===== src/shared/led_key_pkg.sv =====
// Purpose: constants shared by the led scan / key matrix scanner
// Assumes: 10 MHz core clock
// Notes:   times are kept in their own unit, cycle counts derive from them

`default_nettype none

package led_key_pkg;

    // core clock
    localparam int CLOCK_HZ = 10_000_000;

    // scan timing: per-digit dwell, blanking gap, display frames per key scan
    localparam int DWELL_US     = 500;
    localparam int DWELL_CYCLES = (DWELL_US * (CLOCK_HZ / 1_000_000));
    localparam int BLANK_NS     = 2000;
    localparam int BLANK_CYCLES = (BLANK_NS * (CLOCK_HZ / 1_000_000) + 999) / 1000;
    localparam int KEY_RATIO    = 4;

    // power-on reset pulse width to the host
    localparam int POR_US     = 1000;
    localparam int POR_CYCLES = (POR_US * (CLOCK_HZ / 1_000_000));

    // matrix shape
    localparam int DIGIT_COUNT = 6;
    localparam int SEG_COUNT   = 8;
    localparam logic [2:0] FIRST_DIGIT_LINE = 3'h2;

    // serial commands (first byte)
    localparam logic [7:0] CMD_SET_SYSTEM = 8'h48;
    localparam logic [7:0] CMD_READ_KEY   = 8'h4f;
    localparam logic [7:0] CMD_LOAD_FIRST = 8'h64;
    localparam logic [7:0] CMD_LOAD_LAST  = 8'h6e;

    // system parameter byte fields
    localparam int DISPLAY_EN_POS = 0;
    localparam int KEYSCAN_EN_POS = 1;

    // key code fields
    localparam int KEY_PRESSED_POS = 6;
    localparam int KEY_SEG_LSB     = 3;
    localparam int KEY_DIG_LSB     = 0;

    // pattern bit for the decimal point; bits 6..0 are segments g..a
    localparam int PATTERN_DP_POS = 7;

    // serial rising-edge counts within a frame
    localparam logic [4:0] EDGE_BYTE1_LAST = 5'h07;
    localparam logic [4:0] EDGE_ACK1       = 5'h09;
    localparam logic [4:0] EDGE_BYTE2_LAST = 5'h10;
    localparam logic [4:0] EDGE_LIMIT      = 5'h12;

    // scan phases
    typedef enum logic {
        PH_DISPLAY,
        PH_KEYS
    } scan_phase_t;

endpackage

`default_nettype wire


===== src/rtl/led_key_scanner.sv =====
// Purpose: six-digit multiplexed led driver with 8x6 key matrix scanner
// Assumes: two-wire host link on scl/sda pins, one 10 MHz clock
// Notes:   index 0 of the digit bus is digit line 2, index 5 is line 7

`timescale 1ns/1ps
`default_nettype none

module led_key_scanner #(
    parameter int DWELL_CYCLES = led_key_pkg::DWELL_CYCLES,
    parameter int BLANK_CYCLES = led_key_pkg::BLANK_CYCLES,
    parameter int KEY_RATIO    = led_key_pkg::KEY_RATIO,
    parameter int POR_CYCLES   = led_key_pkg::POR_CYCLES
) (
    // clock and reset
    input  wire logic       clock,
    input  wire logic       rst_n,
    // two-wire host link
    input  wire logic       scl_in,
    input  wire logic       sda_in,
    output logic            sda_out,
    output logic            sda_oe,
    // led / key matrix
    output logic [5:0]      digit_drive_lines,
    output logic [7:0]      segment_lines_out,
    output logic [7:0]      segment_lines_oe,
    input  wire logic [7:0] segment_lines_in,
    // host side signals
    output logic            key_int_out,
    output logic            key_int_oe,
    output logic            power_on_reset_out
);

    ////////////////////////////////////////////////////////////////////////////
    // input synchronisers

    logic       scl_meta;
    logic       scl_sync;
    logic       scl_prev;
    logic       sda_meta;
    logic       sda_sync;
    logic       sda_prev;
    logic [7:0] seg_meta;
    logic [7:0] seg_sync;

    always_ff @(posedge clock) begin
        scl_meta <= scl_in;
        scl_sync <= scl_meta;
        scl_prev <= scl_sync;
        sda_meta <= sda_in;
        sda_sync <= sda_meta;
        sda_prev <= sda_sync;
        seg_meta <= segment_lines_in;
        seg_sync <= seg_meta;
    end

    ////////////////////////////////////////////////////////////////////////////
    // power-up reset pulse to the host

    logic [31:0] por_cnt;

    always_ff @(posedge clock) begin
        if (!rst_n) begin
            por_cnt            <= '0;
            power_on_reset_out <= 1'b1;
        end else if (por_cnt < 32'(POR_CYCLES)) begin
            por_cnt            <= por_cnt + 32'h1;
            power_on_reset_out <= 1'b1;
        end else begin
            power_on_reset_out <= 1'b0;
        end
    end

    ////////////////////////////////////////////////////////////////////////////
    // two-wire slave: framing, command byte, data byte

    logic       scl_rise;
    logic       scl_fall;
    logic       start_seen;
    logic       stop_seen;
    logic       frame_active;
    logic [4:0] edge_cnt;
    logic [7:0] shift_in;
    logic [7:0] cmd_byte;
    logic [7:0] read_byte;
    logic       reading;
    logic       read_take;
    logic       write_done;
    logic [7:0] write_byte;
    logic       display_enable_bit;
    logic       keyscan_enable_bit;
    logic [6:0] key_code;

    assign scl_rise   = scl_sync && !scl_prev;
    assign scl_fall   = !scl_sync && scl_prev;
    assign start_seen = scl_sync && scl_prev && sda_prev && !sda_sync;
    assign stop_seen  = scl_sync && scl_prev && !sda_prev && sda_sync;
    assign write_byte = {shift_in[6:0], sda_sync};
    assign read_take  = frame_active && scl_rise && edge_cnt == led_key_pkg::EDGE_BYTE1_LAST
                        && write_byte == led_key_pkg::CMD_READ_KEY;
    assign write_done = frame_active && scl_rise && edge_cnt == led_key_pkg::EDGE_BYTE2_LAST
                        && !reading;

    always_ff @(posedge clock) begin
        if (!rst_n) begin
            frame_active <= 1'b0;
            edge_cnt     <= '0;
            shift_in     <= '0;
            cmd_byte     <= '0;
            reading      <= 1'b0;
            read_byte    <= '0;
        end else if (start_seen) begin
            frame_active <= 1'b1;
            edge_cnt     <= '0;
            reading      <= 1'b0;
        end else if (stop_seen) begin
            frame_active <= 1'b0;
            reading      <= 1'b0;
        end else if (frame_active && scl_rise) begin
            shift_in <= write_byte;
            if (edge_cnt < led_key_pkg::EDGE_LIMIT) begin
                edge_cnt <= edge_cnt + 5'h1;
            end
            if (edge_cnt == led_key_pkg::EDGE_BYTE1_LAST) begin
                cmd_byte <= write_byte;
            end
            if (read_take) begin
                reading   <= 1'b1;
                read_byte <= {1'b0, key_code};
            end
        end
    end

    // read data changes on scl falling edges, msb first
    always_ff @(posedge clock) begin
        if (!rst_n) begin
            sda_out <= 1'b1;
            sda_oe  <= 1'b0;
        end else if (start_seen || stop_seen) begin
            sda_out <= 1'b1;
            sda_oe  <= 1'b0;
        end else if (scl_fall) begin
            if (reading && edge_cnt >= led_key_pkg::EDGE_ACK1
                && edge_cnt <= led_key_pkg::EDGE_BYTE2_LAST) begin
                sda_out <= read_byte[3'(led_key_pkg::EDGE_BYTE2_LAST - edge_cnt)];
                sda_oe  <= 1'b1;
            end else begin
                sda_out <= 1'b1;
                sda_oe  <= 1'b0;
            end
        end
    end

    // system parameter command
    always_ff @(posedge clock) begin
        if (!rst_n) begin
            display_enable_bit <= 1'b0;
            keyscan_enable_bit <= 1'b0;
        end else if (write_done && cmd_byte == led_key_pkg::CMD_SET_SYSTEM) begin
            display_enable_bit <= write_byte[led_key_pkg::DISPLAY_EN_POS];
            keyscan_enable_bit <= write_byte[led_key_pkg::KEYSCAN_EN_POS];
        end
    end

    ////////////////////////////////////////////////////////////////////////////
    // pattern registers: deliberately without reset so a reset keeps the image

    logic [7:0] pattern [led_key_pkg::DIGIT_COUNT];
    logic [7:0] load_offset;
    logic       load_hit;

    assign load_offset = cmd_byte - led_key_pkg::CMD_LOAD_FIRST;
    assign load_hit    = cmd_byte >= led_key_pkg::CMD_LOAD_FIRST
                         && cmd_byte <= led_key_pkg::CMD_LOAD_LAST && !cmd_byte[0];

    always_ff @(posedge clock) begin
        if (write_done && load_hit) begin
            pattern[load_offset[3:1]] <= write_byte;
        end
    end

    ////////////////////////////////////////////////////////////////////////////
    // scan sequencer

    led_key_pkg::scan_phase_t phase;
    logic [31:0] dwell_cnt;
    logic [2:0]  slot;
    logic [7:0]  frame_cnt;
    logic        dwell_end;
    logic        blank;

    assign dwell_end = dwell_cnt == 32'(DWELL_CYCLES - 1);
    assign blank     = dwell_cnt < 32'(BLANK_CYCLES);

    always_ff @(posedge clock) begin
        if (!rst_n) begin
            dwell_cnt <= '0;
            slot      <= '0;
            frame_cnt <= '0;
            phase     <= led_key_pkg::PH_DISPLAY;
        end else if (!dwell_end) begin
            dwell_cnt <= dwell_cnt + 32'h1;
        end else begin
            dwell_cnt <= '0;
            if (slot != 3'(led_key_pkg::DIGIT_COUNT - 1)) begin
                slot <= slot + 3'h1;
            end else begin
                slot <= '0;
                unique case (phase)
                    led_key_pkg::PH_DISPLAY: begin
                        if (frame_cnt >= 8'(KEY_RATIO - 1) && keyscan_enable_bit) begin
                            frame_cnt <= '0;
                            phase     <= led_key_pkg::PH_KEYS;
                        end else if (frame_cnt < 8'(KEY_RATIO - 1)) begin
                            frame_cnt <= frame_cnt + 8'h1;
                        end
                    end
                    led_key_pkg::PH_KEYS: begin
                        phase <= led_key_pkg::PH_DISPLAY;
                    end
                endcase
            end
        end
    end

    // pin drive; the blank gap at the start of every slot stops ghosting
    always_ff @(posedge clock) begin
        if (!rst_n) begin
            digit_drive_lines <= '1;
            segment_lines_out <= '0;
            segment_lines_oe  <= '1;
        end else begin
            unique case (phase)
                led_key_pkg::PH_DISPLAY: begin
                    segment_lines_oe <= '1;
                    if (display_enable_bit && !blank) begin
                        digit_drive_lines <= ~(6'h01 << slot);
                        segment_lines_out <= pattern[slot];
                    end else begin
                        digit_drive_lines <= '1;
                        segment_lines_out <= '0;
                    end
                end
                led_key_pkg::PH_KEYS: begin
                    segment_lines_oe  <= '0;
                    segment_lines_out <= '0;
                    if (blank) begin
                        digit_drive_lines <= '0;
                    end else begin
                        digit_drive_lines <= 6'h01 << slot;
                    end
                end
            endcase
        end
    end

    ////////////////////////////////////////////////////////////////////////////
    // key detection

    logic       best_valid;
    logic [5:0] best_code;
    logic       prev_valid;
    logic [5:0] prev_code;
    logic       low_found;
    logic [2:0] low_seg;
    logic [5:0] slot_code;
    logic       scan_valid;
    logic [5:0] scan_code;
    logic       key_sample;
    logic       scan_end;
    logic       press_event;

    // lowest closed segment gives the smallest code within one digit
    always_comb begin
        low_found = 1'b0;
        low_seg   = '0;
        for (int i = led_key_pkg::SEG_COUNT - 1; i >= 0; i--) begin
            if (seg_sync[i]) begin
                low_found = 1'b1;
                low_seg   = 3'(i);
            end
        end
    end

    assign slot_code  = {low_seg, slot + led_key_pkg::FIRST_DIGIT_LINE};
    assign key_sample = phase == led_key_pkg::PH_KEYS && dwell_end;
    assign scan_end   = key_sample && slot == 3'(led_key_pkg::DIGIT_COUNT - 1);

    always_comb begin
        scan_valid = best_valid;
        scan_code  = best_code;
        if (low_found && (!best_valid || slot_code < best_code)) begin
            scan_valid = 1'b1;
            scan_code  = slot_code;
        end
    end

    assign press_event = scan_end && scan_valid && prev_valid && scan_code == prev_code
                         && !(key_code[led_key_pkg::KEY_PRESSED_POS] && key_code[5:0] == scan_code);

    always_ff @(posedge clock) begin
        if (!rst_n) begin
            best_valid <= 1'b0;
            best_code  <= '0;
            prev_valid <= 1'b0;
            prev_code  <= '0;
        end else if (scan_end) begin
            best_valid <= 1'b0;
            best_code  <= '0;
            prev_valid <= scan_valid;
            prev_code  <= scan_code;
        end else if (key_sample) begin
            best_valid <= scan_valid;
            best_code  <= scan_code;
        end
    end

    always_ff @(posedge clock) begin
        if (!rst_n) begin
            key_code <= '0;
        end else if (press_event) begin
            key_code <= {1'b1, scan_code};
        end else if (scan_end && !scan_valid && !prev_valid) begin
            key_code[led_key_pkg::KEY_PRESSED_POS] <= 1'b0;
        end
    end

    // open-drain interrupt: enable low-drive only while pending, a new press beats a read
    always_ff @(posedge clock) begin
        if (!rst_n) begin
            key_int_out <= 1'b0;
            key_int_oe  <= 1'b0;
        end else if (press_event) begin
            key_int_oe  <= 1'b1;
        end else if (read_take) begin
            key_int_oe  <= 1'b0;
        end
    end

endmodule

`default_nettype wire


===== config.mk =====
export PLATFORM = sky130hd
export DESIGN_NAME = led_key_scanner
export DESIGN_NICKNAME = d
export VERILOG_FILES = /design/src/shared/led_key_pkg.sv /design/src/rtl/led_key_scanner.sv
export SDC_FILE = /design/constraint.sdc
export NUM_CORES = 1
export LEC_CHECK = 0
export ABC_AREA = 1
export BUFFER_PORTS_ARGS = -buffer_cell sky130_fd_sc_hd__buf_2
export CORE_MARGIN = 4
export CORE_UTILIZATION = 48
export DETAILED_ROUTE_END_ITERATION = 7
export PLACE_DENSITY = 0.68
export SLEW_MARGIN = 20
export SYNTH_ARGS = -nofsm -noshare
export SYNTH_HDL_FRONTEND = slang
export SYNTH_SLANG_ARGS = --single-unit

===== constraint.sdc =====
create_clock -name clock -period 3.2 [get_ports clock]
set_clock_uncertainty 0.2 [all_clocks]
set_input_delay 0.64 -clock clock [delete_from_list [all_inputs] [get_ports clock]]
set_output_delay 0.64 -clock clock [all_outputs]
set_load 0.005 [all_outputs]

==> impl_metrics.tcl, run 1 <==
set metrics [dict create \
    status "finished clean" \
    pin_count 39 \
    max-cap-violations 0 \
    timing.rr.end "key_code[0]" \
    syn2layout_area_growth_pct 12.4 \
    cts.sinks 220 \
    synth-main-ff-cell "dfxtp_1" \
    routed.top_layer "met4" \
    finalCritPeriodShare_pct 88.3 \
    antenna_cells 0 \
    r2r_cells 19 \
    dieArea_um2 21900 \
    antenna_found_initial 0 \
    finalNonFillerCells 1480 \
    drc 0 \
    synthesis.area_um2 9420 \
    cp_common_cell "nand2_1" \
    worst-setup-path-type "flop to flop" \
    synth_edf_count 48 \
    synthesis.nets 1191 \
    cts_buffers 24 \
    cts_setup_buffers 0 \
    layout-drive-gt1-share_pct 10.6 \
    placed_cells 1437 \
    hold_end "scl_meta" \
    critPathRequiredTime_ns 3.44 \
    setup_violations 0 \
    seqPwrFrac_pct 51.1 \
    cts_hold_buf 0 \
    fmax_mhz 354 \
    end_kind "flop" \
    fin_total_pwr_mw 5.61 \
    ys_ff_latch 220 \
    clk_latency_ns 0.51 \
    htree_levels 1 \
    power_frac_comb_pct 1.9 \
    synth.most_common_cell "nand2_1" \
    drt-met1-wl_um 8730 \
    critPathArrivalTime_ns 3.07 \
    grt_max_degree 56 \
    dp_hpwl_um 12500 \
    synthTopCellsByCount "237 x nand2_1, 172 x dfxtp_1, 154 x inv_1" \
    cp_slowest_stage_delay_ns 0.31 \
    slew_violations 0 \
    p_clk_share_pct 47.0 \
    fill_cells 1793 \
    clockBufferDepth 3 \
    ys_types 49 \
    num_rows 50 \
    routed_wl_um 18500 \
    async_reset_ff_share_pct 0 \
    p_leak_nw 4.47 \
    crit_slowest_cell "dfxtp_1" \
    rrSetupSlack_ns 0.37 \
    reg2reg_from "seg_sync[3]" \
    cp_cell_sequence "nor2_1 > nand3_1 > nor2_1 > ha_1 > nand2_1 > inv_1 > a21oi_1 > nand2_2 > nand2_4 > nand3_1 > nand2_2 > nand2_1 > nand2_1 > nand3_1 > nor2_1 > nand2_2 > nand2_1 > nand2_1 > nor2_1" \
    yosys-top-cells-area "dfxtp_1 37%, edfxtp_1 15%, nand2_1 9.4%" \
    final_net_count 1227 \
    gp_congestion 0.878 \
    route.met2.wl_um 8470 \
    seq_area_frac_synth_pct 51.8 \
    yosysTopAreaCell "dfxtp_1" \
    io_buffers 37 \
    overflow 0 \
    grt_usage_pct 17.3 \
    drtPass1Iterations 5 \
    p_sw_share_pct 20.5 \
    die_w_um 148 \
    post_cts_resized 0 \
    max-vdd-ir-drop_mv 0.429 \
    path_buf_inv 1 \
    hold_viol 0 \
    min_from "scl_in" \
    root_buffer "clkbuf_16" \
    slew_headroom_pct 50.9 \
    tns_ns 0 \
    holdPathStages 1 \
    vias_per_cell 4.92 \
    critPathMaxFanout 9 \
    fp.coreArea_um2 19000 \
    rsz0062_at_grt "false" \
    intPower_mw 4.46 \
    p_sw_mw 1.15 \
    grt_pass1_wl_um 32300 \
    tightest_slew_ns 0.736 \
    multi_input_area_um2 3740 \
    path_delay_family "simple AND/OR/NAND/NOR gates" \
    syn_avg_cell_area_um2 8.07 \
    hold_path.class "input port to flop" \
    path_clk_slew_ns 0.06 \
    wl_met3_um 819 \
    syn_inst 1167 \
    initial_core_util_pct 49.5 \
    crit_cells 19 \
    postRouteAntennaNets 0 \
    vias 7278 \
    startpoint_type "flop" \
    wl_per_cell_um 12.5 \
    power_density_nw_per_um2 529 \
    first_global_vias 6740 \
    seq_area_um2 4880 \
    synth_top_area_share_pct 36.5 \
    die_height_um 148 \
    drt_first_iter_violations 460 \
    ys_warn_count 0 \
    cts_tree "yes" \
    fin_crit_ns 2.83 \
]
sequential cells by signal (all words and copies together), names as in the netlist, 3 cells and up, named ones only:
signal,count
key_code,7
read_byte,7
prev_code,6
pattern,48
digit_drive_lines,6
cmd_byte,8
slot,3
seg_sync,8
dwell_cnt,32
shift_in,7
seg_meta,8
frame_cnt,8
segment_lines_out,8
best_code,6
edge_cnt,5
por_cnt,32
final cells by class:
type | count | share of cell area, %
Clock buffer | 34 | 6.51
Clock inverter | 9 | 0.662
Inverter | 163 | 5.80
Multi-Input combinational cell | 746 | 35.3
Sequential cell | 220 | 46.1
Tap cell | 260 | 3.07
Timing Repair Buffer | 48 | 2.53
power by group through the flow:
| stage | clock, mW | combinational, mW | sequential [mW] |
|---|---|---|---|
| after global routing | 2.82 | 0.123 | 2.87 |
| final | 2.64 | 0.104 | 2.87 |
| after global placement | 0 | 0.102 | 2.93 |
| after floorplan | 0 | 0.0789 | 2.92 |
| after detailed placement | 0 | 0.104 | 2.93 |
| after CTS | 2.70 | 0.105 | 2.87 |
cell families (layout without fill, tap and decap cells):
logic type / after synthesis / count (layout) / synth area share, %
XOR/XNOR: 29 / 29 / 2.70
AO/OA/AOI/OAI: 166 / 166 / 9.39
AND/OR/NAND/NOR: 538 / 538 / 25.9
flip-flops: 220 / 220 / 51.8
buffers and inverters: 201 / 254 / 8.50
other: 1 / 1 / 0.0398
adder cells (fa/ha/maj): 12 / 12 / 1.59
worst max-delay path by stage:
| stage | from | endpoint |
|---|---|---|
| 2_1_floorplan | scl_sync | pattern[0][0] |
| 3_3_place_gp | seg_sync[6] | key_code[5] |
| 3_5_place_dp | seg_sync[7] | key_code[0] |
| 4_1_cts | seg_sync[6] | key_code[0] |
| 5_1_grt | seg_sync[3] | key_code[1] |
| 6_report | seg_sync[3] | key_code[0] |
stage by stage:
stage | worst slack, ns | hold slack (ns) | utilization (%) | instance area [um^2]
finish | 0.375 | 0.0308 | 55.7 | 10600
global placement | 0.453 | 0.112 | 51.7 | 9830
detailed placement | 0.397 | 0.112 | 51.7 | 9830
floorplan | 0.631 | 0.110 | - | 9420
global route | 0.00258 | 0.00563 | 55.7 | 10600
CTS | 0.372 | 0.00583 | 55.7 | 10600
layer usage:
layer | global-route usage, % | vias to the layer above
met2 | 28.2 | 157
li1 | - | 3827
met4 | 4.71 | 0
met1 | 24.1 | 3258
met5 | 0 | -
met3 | 2.50 | 36
layout by cell type (no fill, tap or decap), types with 3 or more instances in the layout:
cell,n
o211ai_1,8
buf_2,37
clkinv_2,4
nand2_2,12
nand3_1,61
a211oi_1,5
nor2_1,141
nand4_1,14
dfxtp_1,172
inv_1,154
nor4_1,9
nor2_2,7
xor2_1,17
nand2_1,237
edfxtp_1,48
xnor2_1,12
nor2_4,5
a21oi_1,76
clkinv_1,4
clkbuf_8,3
nor3b_1,3
nand4_2,3
ha_1,12
inv_2,7
nor3_1,31
o21ai_0,66
buf_4,11
clkbuf_16,25
clkbuf_1,6
(Power assumes the default switching activity.)
==> run 2, diff against run 1 <==
Settings changed: ABC_AREA 1 to unset.
==> impl_metrics.tcl, run 2 <==
set metrics [dict create \
    initial_core_util_pct 49.0 \
    seqPwrFrac_pct 50.7 \
    cts.sinks 220 \
    clk_latency_ns 0.52 \
    seq_area_frac_synth_pct 55.3 \
    synthTopCellsByCount "172 x dfxtp_1, 122 x nor2_1, 81 x nand2_1" \
    hold_viol 0 \
    synthesis.area_um2 8830 \
    vias 6333 \
    ys_ff_latch 220 \
    dp_hpwl_um 11600 \
    cp_slowest_stage_delay_ns 0.56 \
    fmax_mhz 301 \
    status "finished with violations" \
    setup_violations 8 \
    grt_usage_pct 17.1 \
    pin_count 39 \
    die_height_um 144 \
    tightest_slew_ns 0.668 \
    gp_congestion 0.894 \
    cp_cell_sequence "o41ai_4 > ha_1 > a21oi_2 > a2bb2oi_4 > o211a_4 > mux2i_2 > xnor2_1 > or4_4 > and2_4 > a211oi_2" \
    synth.most_common_cell "dfxtp_1" \
    clockBufferDepth 3 \
    num_rows 49 \
    fin_util_pct 58.0 \
    rsz0062_at_grt "true" \
    routed_wl_um 17400 \
    final_net_count 965 \
    cts_tree "yes" \
    cts_buffers 24 \
    io_buffers 37 \
    violations "negative setup slack" \
    fin_ws_ns -0.127 \
    wl_per_cell_um 14.7 \
    async_reset_ff_share_pct 0 \
    grt_pass1_wl_um 29000 \
    drtPass1Iterations 5 \
    synth_top_area_share_pct 39.0 \
    layout-drive-gt1-share_pct 18.5 \
    power_density_nw_per_um2 541 \
    mostFrequentLayoutCell "dfxtp_1" \
    first_global_vias 5886 \
    p_sw_share_pct 20.4 \
    yosysTopAreaCell "dfxtp_1" \
    tns_ns -0.744 \
    power_frac_comb_pct 2.1 \
    grt_max_degree 34 \
    syn_inst 862 \
    critPathRequiredTime_ns 3.44 \
    final_area_um2 10500 \
    yosys-top-cells-area "dfxtp_1 39%, edfxtp_1 16%, nor2_1 5.2%" \
    startpoint_type "flop" \
    overflow 0 \
    fin_total_pwr_mw 5.66 \
    synth_edf_count 48 \
    drt_first_iter_violations 423 \
    ys_warn_count 0 \
    p_clk_share_pct 47.3 \
    p_sw_mw 1.15 \
    dieArea_um2 20600 \
    slew_violations 0 \
    hold_path.class "input port to flop" \
    critPathArrivalTime_ns 3.57 \
    htree_levels 1 \
    path_clk_slew_ns 0.06 \
    cts_hold_buf 0 \
    path_delay_family "compound AO/OA/AOI/OAI gates" \
    p_leak_nw 3.88 \
    critPathMaxFanout 5 \
    timing.hold.ws_ns 0.0258 \
    slew_headroom_pct 55.4 \
    fp.coreArea_um2 18000 \
    largest_register_ffs 48 \
    vias_per_cell 5.34 \
    intPower_mw 4.51 \
    root_buffer "clkbuf_16" \
    antenna_found_initial 0 \
    postRouteAntennaNets 0 \
    max-cap-violations 0 \
    end_kind "flop" \
    crit_slowest_cell "or4_4" \
    finalCritPeriodShare_pct 104 \
    die_w_um 144 \
    post_dp_cell_area_um2 9560 \
    antenna_cells 0 \
    worst-setup-path-type "flop to flop" \
    path_buf_inv 0 \
    syn2layout_area_growth_pct 18.4 \
    syn_avg_cell_area_um2 10.2 \
    drc 0 \
    ys_types 70 \
    synthesis.nets 886 \
    synth-main-ff-cell "dfxtp_1" \
    max-vdd-ir-drop_mv 0.389 \
    mostFrequentLayoutCells "166 x dfxtp_1, 120 x nor2_1, 81 x nand2_1, 51 x buf_4, 48 x edfxtp_1" \
    fin_crit_ns 3.33 \
]
-- run 2: power groups by stage --
stage          Clock [mW]  Combinational [mW]  Sequential (mW)
2_1_floorplan           0              0.0718             2.92
3_3_place_gp            0               0.111             2.93
3_5_place_dp            0               0.113             2.93
4_1_cts              2.74               0.113             2.87
5_1_grt              2.85               0.130             2.87
6_report             2.68               0.117             2.87
-- run 2: kinds of logic after synthesis --
logic type | after synthesis | synth area share [%]
AO/OA/AOI/OAI | 125 | 9.42
XOR/XNOR | 51 | 5.06
adder cells (fa/ha/maj) | 12 | 1.70
buffers and inverters | 62 | 3.17
flip-flops | 220 | 55.3
multiplexers | 45 | 6.50
other | 1 | 0.0425
AND/OR/NAND/NOR | 346 | 18.8
-- run 2: area by class of cell --
class | instances | area [um^2]
clock buffer | 27 | 612
clock inverter | 15 | 156
fill | 1603 | 7570
inverter | 23 | 86.3
multi-input combinational | 581 | 3810
sequential | 220 | 4890
tap | 229 | 287
timing repair buffer | 91 | 611
-- run 2: timing repair --
item,in CTS,in global routing
endpoints found under the setup margin,8,8
gates cloned,1,0
endpoints found under the hold margin,0,0
pin swaps,11,13
setup buffers,3,1
resized for setup,10,12
-- run 2: path summary, 6_finish.rpt --
kind | to | start | slack (ns) | cells past startpoint
worst max-delay path | key_code[4] | seg_sync[2] | -0.13 | 10
worst min register to register | sda_sync | sda_meta | 0.12 | 0
worst max register to register | key_code[4] | seg_sync[2] | -0.13 | 10
worst min-delay path | scl_meta | scl_in | 0.03 | 1
-- run 2: worst register-to-register path, stage by stage (launching register included) --
cell,delay [ns]
dfxtp_4,0.37
o41ai_4,0.38
ha_1,0.31
a21oi_2,0.18
a2bb2oi_4,0.26
o211a_4,0.26
mux2i_2,0.25
xnor2_1,0.12
or4_4,0.56
and2_4,0.18
a211oi_2,0.20
-- run 2: through the flow --
stage                     setup slack [ns]  std cells
after floorplan                     -0.172        862
after global placement              -0.219       1139
after detailed placement            -0.322       1139
after CTS                           -0.171       1185
after global routing                -0.304       1186
final                               -0.127       1186
-- run 2: metal layers --
layer  global-route usage [%]  share of wire [%]  vias to the layer above
li1                         -                  -                     3191
met1                     24.2                 47                     2962
met2                     26.9                 45                      138
met3                     2.93                5.0                       42
met4                     5.30                2.7                        0
met5                        0                  0                        -
==> run 3, diff against run 2 <==
Settings changed: HOLD_SLACK_MARGIN set to 0.06, TNS_END_PERCENT set to 20.
==> impl_metrics.tcl, run 3 (synthesis gave the netlist of run 2 again) <==
set metrics [dict create \
    holdPathStages 0 \
    p_clk_share_pct 47.9 \
    crit_slowest_cell "or4_4" \
    startpoint_type "flop" \
    fill_cells 1519 \
    setup_violations 8 \
    fin_ws_ns -0.178 \
    vias_per_cell 5.31 \
    placed_cells 1140 \
    layout-drive-gt1-share_pct 19.2 \
    vias 6385 \
    fmax_mhz 296 \
    grt_usage_pct 17.5 \
    rsz0062_at_grt "true" \
    tns_ns -0.999 \
    num_rows 49 \
    max-vdd-ir-drop_mv 0.389 \
    first_global_vias 6117 \
    antenna_cells 0 \
    fin_util_pct 59.2 \
    reg2reg_from "seg_sync[3]" \
    tightest_slew_ns 0.658 \
    hold_viol 0 \
    critPathMaxFanout 6 \
    grt_max_degree 32 \
    slew_violations 0 \
    seq_area_um2 4890 \
    antenna_found_initial 0 \
    path_clk_slew_ns 0.06 \
    violations "negative setup slack" \
    pin_count 39 \
    min_from "seg_meta[0]" \
    cts.sinks 220 \
    worst-setup-path-type "flop to flop" \
    fin_crit_ns 3.38 \
    gp_congestion 0.905 \
    root_buffer "clkbuf_16" \
    syn2layout_area_growth_pct 20.8 \
    routed_wl_um 17500 \
    final_net_count 980 \
    die_w_um 144 \
    cts_tree "yes" \
    largest_register_ffs 48 \
    intPower_mw 4.60 \
    p_leak_nw 3.99 \
    rrSetupSlack_ns -0.18 \
    postRouteAntennaNets 0 \
    slew_headroom_pct 55.7 \
    power_density_nw_per_um2 538 \
    hold_end "seg_sync[0]" \
    mostFrequentLayoutCell "dfxtp_1" \
    fp.coreArea_um2 18000 \
    wl_per_cell_um 14.6 \
    r2r_cells 12 \
    cts_buffers 24 \
    io_buffers 37 \
    clockBufferDepth 3 \
    mostFrequentLayoutCells "168 x dfxtp_1, 120 x nor2_1, 81 x nand2_1, 54 x buf_4, 48 x edfxtp_1" \
    fin_total_pwr_mw 5.74 \
    finalCritPeriodShare_pct 106 \
    power_frac_comb_pct 2.2 \
    path_buf_inv 0 \
    timing.rr.end "key_code[4]" \
    p_sw_share_pct 19.9 \
    htree_levels 1 \
    die_height_um 144 \
    dp_hpwl_um 11800 \
    finalNonFillerCells 1203 \
    hold_path.class "flop to flop" \
    cp_slowest_stage_delay_ns 0.55 \
    seqPwrFrac_pct 49.9 \
    drtPass1Iterations 5 \
    clk_latency_ns 0.51 \
    end_kind "flop" \
    drt_first_iter_violations 384 \
    initial_core_util_pct 49.0 \
    path_delay_family "compound AO/OA/AOI/OAI gates" \
    multi_input_area_um2 3850 \
    critPathArrivalTime_ns 3.60 \
    critPathRequiredTime_ns 3.42 \
    cp_cell_sequence "nor2b_1 > o21bai_1 > o41ai_4 > ha_1 > a21oi_2 > a2bb2oi_4 > o211a_4 > mux2i_4 > xnor2_2 > or4_4 > and2_4 > a211oi_2" \
    overflow 0 \
    grt_pass1_wl_um 29800 \
    dieArea_um2 20600 \
    drc 0 \
    max-cap-violations 0 \
    status "finished with violations" \
    p_sw_mw 1.14 \
]
run 3: cell types whose count changed in the layout (fill, tap and decap cells not counted), moves of 3 or more:
cell           delta
dlygate4sd3_1    +10
buf_4             +3
clkbuf_8          +3
buf_6             +3
run 3: layout make-up:
cell class,instances,share of cell area [%]
flip-flops and latches,220,45.9
clock buffers,32,6.19
clock inverters,12,1.35
multi-input cells,581,36.1
well taps,229,2.69
repair buffers,106,7.00
inverters,23,0.809
run 3: worst max-delay path by stage:
stage | from | end | slack [ns] | depth (start not counted)
final | seg_sync[3] | key_code[4] | -0.18 | 12
after global placement | seg_sync[3] | key_code[4] | -0.11 | 13
after detailed placement | seg_sync[3] | key_code[0] | -0.21 | 12
after floorplan | seg_sync[3] | key_code[0] | -0.17 | 15
after CTS | seg_sync[3] | key_code[0] | -0.12 | 13
after global routing | seg_sync[3] | key_code[4] | -0.35 | 12
run 3: per-stage QoR:
stage	cell area, um^2	hold slack, ns	worst slack [ns]
after global placement	9540	0.111	-0.111
after CTS	10600	0.126	-0.116
after global routing	10700	0.131	-0.352
after detailed placement	9540	0.113	-0.206
after floorplan	8880	0.110	-0.173
final	10700	0.124	-0.178
run 3: repair_timing:
item	in CTS	in global routing
cloned	1	0
pin swaps	16	14
gates resized for setup	19	15
buffers inserted	6	2
hold buffers	10	0
endpoints found under the setup margin	8	9
hold endpoints to repair	10	0
run 3: power groups by stage:
stage	Sequential, mW	Clock [mW]	Combinational (mW)
final	2.87	2.75	0.127
after detailed placement	2.93	0	0.112
after floorplan	2.92	0	0.0712
after global routing	2.87	2.95	0.142
after CTS	2.87	2.82	0.126
after global placement	2.93	0	0.111
run 3: per-layer routing:
layer / GRT usage, % / vias to the layer above / part of all wire, %
li1: - / 3236 / -
met1: 24.5 / 2975 / 47
met2: 28.2 / 136 / 46
met3: 2.63 / 38 / 4.4
met4: 5.30 / 0 / 2.8
met5: 0 / - / 0
